**src/rtl/dual_select_map.svh**
```systemverilog
// Offsets, field positions and reset values of the dual channel host select block.
`ifndef DUAL_SELECT_MAP_SVH
`define DUAL_SELECT_MAP_SVH

// Number of channels and registers per channel.
`define DS_CHANNELS        2
`define DS_REGS_PER_CHAN   8

// Offset of the read-only modem status register in each channel.
`define DS_MODEM_STATUS_OFS 3'h6

// Field positions inside the modem status register.
`define DS_MSR_DELTA_CTS   0
`define DS_MSR_DELTA_CD    3
`define DS_MSR_CTS         4
`define DS_MSR_CD          7

// Offset and bit of the modem interrupt enable in each channel.
`define DS_INT_ENABLE_OFS  3'h1
`define DS_INT_MODEM_BIT   3

// Reset value of every register.
`define DS_REG_RESET       8'h00

// Width of the pin synchroniser bundle.
`define DS_SYNC_WIDTH      18

`endif

```
**src/rtl/dual_select_pkg.sv**
```systemverilog
// Types shared by the dual channel host select block.
package dual_select_pkg;
    typedef logic [7:0] byte_t;
    typedef logic [2:0] regIdx_t;
    typedef logic [1:0][7:0][7:0] regFile_t;
endpackage : dual_select_pkg

```
**src/rtl/pin_sync2.sv**
```systemverilog
// Two flip-flop synchroniser for a bundle of asynchronous pins.
`timescale 1ns/1ps
module pin_sync2 #(
    parameter int WIDTH = 1
) (
    // Clock and reset.
    input  wire logic             ref_clk,
    input  wire logic             resetn,
    // Pins in, synchronised copies out.
    input  wire logic [WIDTH-1:0] pinAsync,
    output logic      [WIDTH-1:0] pinSync
);
    logic [WIDTH-1:0] stage1_r;
    logic [WIDTH-1:0] stage2_r;

    // The first stage feeds only the second; reset to idle-high pins.
    always_ff @(posedge ref_clk) begin
        if (!resetn) begin
            stage1_r <= '1;
            stage2_r <= '1;
        end else begin
            stage1_r <= pinAsync;
            stage2_r <= stage1_r;
        end
    end

    assign pinSync = stage2_r;
endmodule : pin_sync2

```
**src/rtl/dual_channel_host_select.sv**
```systemverilog
// Host port decode and modem status of a dual channel serial device.
//
// Function
// - The three low address bits pick which register of the chosen channel is reached.
// - The channel pick bit sends low accesses to the first channel and high ones to the second.
// - Transfers happen only while the active-low device select is low, to the picked channel.
// - Each channel has an active-low carrier input whose low level means carrier present.
// - Each channel reports its active-low clear-to-send input in bit 4 of its modem status.
// - Clear-to-send is readable status and a modem interrupt source, and changes no other register behaviour.
// - A low read/write line writes the data bus to the register, a high one reads it out.
// - The data bus is eight bits, bit 0 least significant, and floats when not driven.
// - Both channels' interrupts merge onto one active-low open-drain request pin.
`timescale 1ns/1ps
`include "dual_select_map.svh"
module dual_channel_host_select
    import dual_select_pkg::*;
(
    // Clock and reset.
    input  wire logic   ref_clk,
    input  wire logic   resetn,
    // Processor bus pins.
    input  wire logic   selectN,
    input  wire logic   reg_sel_bit0,
    input  wire logic   reg_sel_bit1,
    input  wire logic   reg_sel_bit2,
    input  wire logic   channel_pick,
    input  wire logic   readNotWrite,
    input  wire byte_t  dataIn,
    output byte_t       dataOut,
    output logic        dataDriveN,
    // Modem status pins.
    input  wire logic   carrier_present_first_n,
    input  wire logic   carrier_present_second_n,
    input  wire logic   clear_to_send_first_n,
    input  wire logic   clear_to_send_second_n,
    // Open-drain interrupt request.
    output logic        irqOut,
    output logic        irqDriveN
);
    logic [`DS_SYNC_WIDTH-1:0] pinBundle;
    logic [`DS_SYNC_WIDTH-1:0] pinSync;
    logic                      selS;
    regIdx_t                   regS;
    logic                      chanS;
    logic                      rdS;
    byte_t                     dataS;
    logic [1:0]                cdS;
    logic [1:0]                ctsS;

    logic                      selPrev_r;
    logic                      wrStrobe;
    logic                      rdStart;
    regFile_t                  regs_r;
    regFile_t                  regs_nxt;
    logic [1:0]                ctsPrev_r;
    logic [1:0]                cdPrev_r;
    logic [1:0]                deltaCts_r;
    logic [1:0]                deltaCts_nxt;
    logic [1:0]                deltaCd_r;
    logic [1:0]                deltaCd_nxt;
    byte_t                     modem_status_reg [2];
    logic [1:0]                chanIrq;
    byte_t                     readMux;
    byte_t                     dataOut_r;
    byte_t                     dataOut_nxt;
    logic                      dataDriveN_r;
    logic                      dataDriveN_nxt;
    logic                      irqDriveN_r;

    // Every pin is asynchronous to ref_clk, so all pass the two-stage synchroniser.
    // The two stages cost two cycles of latency on every access, which is why the processor
    // must hold its pins steady for three cycles before and during the select low time.
    assign pinBundle = {selectN, reg_sel_bit2, reg_sel_bit1, reg_sel_bit0, channel_pick,
                        readNotWrite, dataIn, carrier_present_second_n,
                        carrier_present_first_n, clear_to_send_second_n,
                        clear_to_send_first_n};

    pin_sync2 #(.WIDTH(`DS_SYNC_WIDTH)) u_sync (
        .ref_clk  (ref_clk),
        .resetn   (resetn),
        .pinAsync (pinBundle),
        .pinSync  (pinSync)
    );

    assign {selS, regS, chanS, rdS, dataS, cdS, ctsS} = pinSync;

    // Returns true when the offset names the read-only modem status register.
    function automatic logic isModemStatus(input regIdx_t idx);
        return idx == `DS_MODEM_STATUS_OFS;
    endfunction : isModemStatus

    // An access starts on the first synchronised cycle with the select low.
    assign wrStrobe = !selS && selPrev_r && !rdS;
    assign rdStart  = !selS && selPrev_r && rdS;

    // Modem status per channel; inputs are inverted so a set bit means asserted.
    generate
        for (genvar c = 0; c < `DS_CHANNELS; c++) begin : g_msr
            always_comb begin
                modem_status_reg[c]                     = 8'h00;
                modem_status_reg[c][`DS_MSR_CD]         = !cdS[c];
                modem_status_reg[c][`DS_MSR_CTS]        = !ctsS[c];
                modem_status_reg[c][`DS_MSR_DELTA_CD]   = deltaCd_r[c];
                modem_status_reg[c][`DS_MSR_DELTA_CTS]  = deltaCts_r[c];
            end
            assign chanIrq[c] = regs_r[c][`DS_INT_ENABLE_OFS][`DS_INT_MODEM_BIT] &&
                                (deltaCd_r[c] || deltaCts_r[c]);
        end
    endgenerate

    // Register writes; the modem status offset holds no storage and ignores writes.
    always_comb begin
        regs_nxt = regs_r;
        if (wrStrobe && !isModemStatus(regS)) begin
            regs_nxt[chanS][regS] = dataS;
        end
    end

    // Delta flags: a new edge wins over the clear done by reading modem status.
    always_comb begin
        deltaCts_nxt = deltaCts_r;
        deltaCd_nxt  = deltaCd_r;
        if (rdStart && isModemStatus(regS)) begin
            deltaCts_nxt[chanS] = 1'b0;
            deltaCd_nxt[chanS]  = 1'b0;
        end
        deltaCts_nxt = deltaCts_nxt | (ctsS ^ ctsPrev_r);
        deltaCd_nxt  = deltaCd_nxt | (cdS ^ cdPrev_r);
    end

    // Read data selection and bus drive; the bus floats whenever the select is high.
    // The status offset shows live synchronised pin levels, so a read that races a pin
    // change may return either level; the delta flags keep the change for the next read.
    always_comb begin
        readMux        = isModemStatus(regS) ? modem_status_reg[chanS] : regs_r[chanS][regS];
        dataOut_nxt    = dataOut_r;
        dataDriveN_nxt = 1'b1;
        if (!selS && rdS) begin
            dataOut_nxt    = readMux;
            dataDriveN_nxt = 1'b0;
        end
    end

    // State registers.
    always_ff @(posedge ref_clk) begin
        if (!resetn) begin
            selPrev_r    <= 1'b1;
            regs_r       <= {`DS_CHANNELS*`DS_REGS_PER_CHAN{`DS_REG_RESET}};
            ctsPrev_r    <= 2'h3;
            cdPrev_r     <= 2'h3;
            deltaCts_r   <= 2'h0;
            deltaCd_r    <= 2'h0;
            dataOut_r    <= 8'h00;
            dataDriveN_r <= 1'b1;
            irqDriveN_r  <= 1'b1;
        end else begin
            selPrev_r    <= selS;
            regs_r       <= regs_nxt;
            ctsPrev_r    <= ctsS;
            cdPrev_r     <= cdS;
            deltaCts_r   <= deltaCts_nxt;
            deltaCd_r    <= deltaCd_nxt;
            dataOut_r    <= dataOut_nxt;
            dataDriveN_r <= dataDriveN_nxt;
            irqDriveN_r  <= !(|chanIrq);
        end
    end

    // Open-drain pin: only ever pulls low, the board pull-up makes the high level.
    assign irqOut     = 1'b0;
    assign irqDriveN  = irqDriveN_r;
    assign dataOut    = dataOut_r;
    assign dataDriveN = dataDriveN_r;
endmodule : dual_channel_host_select

```
**config.mk**
```make
export PLATFORM = sky130hd
export DESIGN_NAME = dual_channel_host_select
export DESIGN_NICKNAME = d
export VERILOG_FILES = /design/src/rtl/dual_select_pkg.sv /design/src/rtl/pin_sync2.sv /design/src/rtl/dual_channel_host_select.sv
export VERILOG_INCLUDE_DIRS = /design/src /design/src/rtl
export SDC_FILE = /design/constraint.sdc
export NUM_CORES = 1
export LEC_CHECK = 0
export BUFFER_PORTS_ARGS = -buffer_cell sky130_fd_sc_hd__buf_2
export CORE_MARGIN = 5
export CORE_UTILIZATION = 55
export DETAILED_ROUTE_END_ITERATION = 10
export PLACE_DENSITY = 0.72
export RECOVER_POWER = 50
export SETUP_SLACK_MARGIN = 0.2
export SKIP_CTS_REPAIR_TIMING = 1
export SYNTH_ARGS = -nofsm -noshare
export SYNTH_HDL_FRONTEND = slang
export SYNTH_SLANG_ARGS = --single-unit
```
**constraint.sdc**
```tcl
create_clock -name ref_clk -period 2.3 [get_ports ref_clk]
set_input_delay 0.46 -clock ref_clk [delete_from_list [all_inputs] [get_ports ref_clk]]
set_output_delay 0.46 -clock ref_clk [all_outputs]
set_load 0.05 [all_outputs]
```
# ---- Word-level counts from Yosys, hierarchy flattened
# Index checks and enable logic that the tools add are counted.
dict set report classes {
  order_cmp 5
  n_eq_ne 1
  muxes 18
  bitwise 8
  reduce_logical 21
}
# cell n
set ops {}
lappend ops {{$mux 64} 3}
lappend ops {{$bwmux 128} 1}
lappend ops {{$demux 64 s1} 1}
lappend ops {{$mux 8} 6}
lappend ops {{$bmux 8 s3} 1}
lappend ops {{$demux 8 s3} 1}
lappend ops {{$logic_and 1x1->1} 10}
lappend ops {{$logic_not 1->1} 8}
lappend ops {{$and 2x2->2} 2}
lappend ops {{$lt 3x4->1 const B} 1}
lappend ops {{$mux 2} 2}
lappend ops {{$or 2x2->2} 2}
lappend ops {{$xor 2x2->2} 2}
lappend ops {{$eq 3x3->1 const B} 1}
lappend ops {{$ge 3x1->1 const B} 1}
lappend ops {{$ge 2x2->1 const B} 1}
lappend ops {{$logic_or 1x1->1} 2}
lappend ops {{$lt 1x2->1 const B} 1}
lappend ops {{$mux 1} 2}
lappend ops {{$not 1->2} 1}
lappend ops {{$not 2->2} 1}
lappend ops {{$reduce_or 2->1} 1}
lappend ops {{$demux 1 s1} 1}
lappend ops {{$ge 1x1->1 const B} 1}
dict set report totals {
  ff_bits 183
  output_inout_bits 11
}

# ---- Logic depth before layout (Yosys ltp)
dict set report depth {
  ltp_word 8
  depth_mapped 9
  ltp_nobuf 5
}

# ---- Modules after synthesis
# A second synthesis with hierarchy kept.
dict set report hier_totals {
  cells_unflattened 665
  area_unflattened_um2 7053.0
}
# mod n_inst cells_per_inst area_per_inst_um2 seq_area_each_um2
set by_module_without_submodules {}
lappend by_module_without_submodules {dual_channel_host_select 1 590 6084.6 2622.5}
lappend by_module_without_submodules {pin_sync2 1 75 968.4 720.7}

# ---- Worst setup path before layout
# Ideal clock, no wire load.
dict set report synth_timing {
  path_type {register to register}
  start {register u_sync.stage2_r[15] (netlist: u_sync.pinSync[15])}
  end {register regs_r[56] in the netlist's numbering}
  setup_ps 116
  t_arrival_ps 1858
  t_required_ps 2184
  setup_slack_ps 326
  path_stages_with_launch 10
  path_buffers 4
  period_less_slack_ps 1974
  cell_sequence {dfxtp_1 buf_6 and3b_1 buf_6 or4_1 buf_2 or2_1 buf_6 mux2i_1 nor2b_1}
}
dict set report synth_between {
  elab_chain_cells 7
}
# element line_no
set synth_rtl {}
lappend synth_rtl {{start: declaration} pin_sync2.sv:14} ;# logic [WIDTH-1:0] stage2_r;
lappend synth_rtl {{start signal: assignment} pin_sync2.sv:23} ;# stage2_r <= stage1_r;
lappend synth_rtl {{$lt 3x4->1 (not written as such) / $ge 3x1->1 (equally long branches)} dual_channel_host_select.sv:115} ;# regs_nxt[chanS][regS] = dataS;
lappend synth_rtl {{$logic_and 1x1->1 (not written as such)} dual_channel_host_select.sv:115}
lappend synth_rtl {{$mux 8 (not written as such)} dual_channel_host_select.sv:115}
lappend synth_rtl {{$demux 8 s3} dual_channel_host_select.sv:115}
lappend synth_rtl {{$mux 64 (not written as such)} dual_channel_host_select.sv:115}
lappend synth_rtl {{$demux 64 s1} dual_channel_host_select.sv:115}
lappend synth_rtl {{$bwmux 128} dual_channel_host_select.sv:115}
lappend synth_rtl {{end signal: assignment} dual_channel_host_select.sv:148} ;# regs_r <= {`DS_CHANNELS*`DS_REGS_PER_CHAN{`DS_REG_RESET}};
lappend synth_rtl {{end signal: assignment} dual_channel_host_select.sv:158} ;# regs_r <= regs_nxt;
lappend synth_rtl {{end: declaration} dual_channel_host_select.sv:53} ;# regFile_t regs_r;
# Several ways; a longest one is shown, not always the timed one.
# A chain may end at the register's enable or synchronous reset.

# ---- Worst setup path in the final report
dict set report layout_timing {
  start {register u_sync.stage2_r[14] (netlist: u_sync.pinSync[14])}
  end {register regs_r[86] in the netlist's numbering}
}
# The elaborated chain is that of the path after synthesis.

==> results_dict.tcl <==
set metrics [dict create \
    final_area_um2 7890 \
    syn-num-nets 732 \
    clock_latency_ps 430 \
    path_class "reg2reg" \
    rr_worst_depth 6 \
    regToRegStartpoint "u_sync.pinSync[14]" \
    status "complete, no violations" \
    use_met1 0.295 \
    final_common_cell "dfxtp_1" \
    synth_area_per_cell_um2 9.78 \
    grt_pass1_vias 5043 \
    nets 743 \
    grt_pass1_wl_um 26000 \
    num_antenna_cells 0 \
    drtIter0Drc 530 \
    n_fill_cell 1042 \
    dieHeight_um 123 \
    synth_area_leaders "dfxtp_1 (48%), mux2i_1 (18%), nor2b_1 (6.1%), a21boi_0 (5.3%), o21ai_0 (4.3%)" \
    worst-r2r-setup-slack_ps 170 \
    crit_path_top_delay_cell "nor4b_4" \
    use_met2 0.358 \
    core_um2 12500 \
    final_cells 908 \
    max-cap-violations 0 \
    synth_top_area_frac 0.480 \
    antenna_found_initial 0 \
    dr.pass1.iters 5 \
    crit_end "regs_r[86]" \
    pin_count 31 \
    hold_viol_final 0 \
    final.setup.tns_ps 0 \
    dp_hpwl_um 10200 \
    grt_start_max_net_pins 94 \
    worst_pin_slew_ps 909 \
    synthesis.instances 712 \
    vias 4983 \
    crit_chain "and3b_1, buf_4, nor4b_4, nand2b_1, mux2i_1, nor2b_1" \
    min_period_ps 2130 \
    worst-endpoint-arrival_ps 2440 \
    drive_gt1_frac 0.111 \
    powerDensity_nw_per_um2 796 \
    die_w_um 123 \
    hp-class "in2reg" \
    grt_overflow 0 \
    place_inst 872 \
    ys_seq_area_frac 0.480 \
    fin_crit_sh 0.925 \
    root_buffer "clkbuf_16" \
    synth_cell_types 37 \
    drv_slew 0 \
    die-area_um2 15000 \
    reg2reg_to "regs_r[86]" \
    path_max_fanout 8 \
    track_usage 0.225 \
    area_growth_pct 13.3 \
    postRouteAntennaNets 0 \
    startpoint_type "flip-flop" \
    initial_core_util 0.556 \
    io_buffers 29 \
    rows 41 \
    viasPerCell 5.49 \
    finalWirelength_um 15800 \
    layout_common_cells "dfxtp_1 (166), mux2i_1 (124), nor2b_1 (68), nand2_1 (61), o21ai_0 (60)" \
    cts.path.max_buffers 2 \
    irDropWorstVdd_v 0.000572 \
    yosysWarnings 0 \
    fin_skew_ps 8.28 \
    numCtsBuffers 17 \
    yosysTopAreaCell "dfxtp_1" \
    setup_viol 0 \
    placed_area_um2 7250 \
    cts_tree "built" \
    crit_required_ps 2620 \
    p_leak_uw 0.00345 \
    gp_congestion 0.824 \
    rsz0062_at_grt "true" \
    busiest_layer "met2" \
    syn_area_um2 6970 \
    cts.reportedPaths.clkPinSlew_ps 60 \
    synth-seq-cells 167 \
    relSlewSlack 0.394 \
    endpoint_kind "flip-flop" \
    fmax_mhz 470 \
    cts.sinks 167 \
    cts_max_level 4 \
    use_met3 0.0608 \
    routedWlPerCell_um 17.4 \
    post-route-drc-count 0 \
    max_stage_delay_ps 520 \
    cp-startpoint "u_sync.pinSync[14]" \
]
-- power by group --
group | switching (µW) | total [µW] | internal (µW)
Clock | 1130 | 3080 | 1950
Sequential | 46.8 | 2980 | 2930
Combinational | 116 | 224 | 108
Total | 1300 | 6280 | 4990
-- per-stage QoR --
step,total power (µW),util,worst slack (ps),hold WS [ps]
floorplan,3190,-,326,386
global placement,3260,0.579,218,390
detailed placement,3260,0.579,184,391
CTS,6320,0.631,163,194
global route,6500,0.631,50.3,191
finish,6280,0.631,172,209
-- synthesized netlist by cell type, drive strengths merged --
| library cell | number |
|---|---|
| dfxtp | 167 |
| or2 | 2 |
| a21o | 1 |
| nand4 | 1 |
| and3b | 1 |
| a21oi | 5 |
| or4 | 3 |
| buf | 16 |
| nand2 | 61 |
| conb | 1 |
| xnor2 | 2 |
| or3 | 1 |
| inv | 1 |
| nor4b | 1 |
| mux2i | 124 |
| nand2b | 47 |
| o22ai | 23 |
| o221ai | 1 |
| a21boi | 50 |
| xor2 | 2 |
| nor3 | 1 |
| clkbuf | 46 |
| nor4 | 5 |
| nor2 | 11 |
| and2 | 1 |
| or3b | 2 |
| o21ai | 60 |
| a32o | 2 |
| nor2b | 68 |
| nand3 | 3 |
| nand3b | 3 |
-- registers in the layout (all words and copies together), names as in the netlist, 2 cells and up --
| name | cells |
|---|---|
| cdPrev_r | 2 |
| ctsPrev_r | 2 |
| dataOut | 8 |
| deltaCd_r | 2 |
| deltaCts_r | 2 |
| regs_r | 112 |
| u_sync.pinSync | 18 |
| u_sync.stage1_r | 18 |
-- worst max-delay path, delay by kind of cell (launching register included) --
kind | cells | cell delay, ps
multiplexers | 1 | 300
AND/OR/NAND/NOR | 4 | 1230
flip-flops | 1 | 330
buffers and inverters | 1 | 160
-- kinds of logic (layout without fill, tap and decap cells) --
family	count (synthesis)	count (layout)	synth area share
flops	167	167	0.480
buf+inv	63	87	0.0401
simple gates	211	211	0.170
mux	124	124	0.178
other cells	1	1	0.000538
compound gates	142	142	0.126
xor+xnor	4	4	0.00503
-- per-layer routing --
layer	vias to the layer above	part of all wire
li1	2450	-
met3	22	0.040
met5	-	0
met4	0	0.019
met1	2409	0.47
met2	102	0.48
-- worst min path at each step --
stage                            start             endpoint  slack [ps]  depth (start not counted)
finish                    channel_pick  u_sync.stage1_r[13]         210                          2
detailed placement  u_sync.stage1_r[7]    u_sync.pinSync[7]         390                          1
CTS                       reg_sel_bit1  u_sync.stage1_r[15]         190                          2
global route              reg_sel_bit1  u_sync.stage1_r[15]         190                          2
global placement    u_sync.stage1_r[4]    u_sync.pinSync[4]         390                          1
floorplan           u_sync.stage1_r[0]    u_sync.pinSync[0]         390                          1
-- area by class of cell --
cell class                      instances  area (µm²)  area share
Tap cell                              172         215      0.0273
Timing Repair Buffer                   54         339      0.0430
Clock inverter                         13         204      0.0258
Multi-Input combinational cell        482        3340       0.423
Sequential cell                       167        3350       0.424
Inverter                                1        3.75    0.000476
Clock buffer                           19         443      0.0561
No activity file was read; power rests on OpenSTA's default activity.
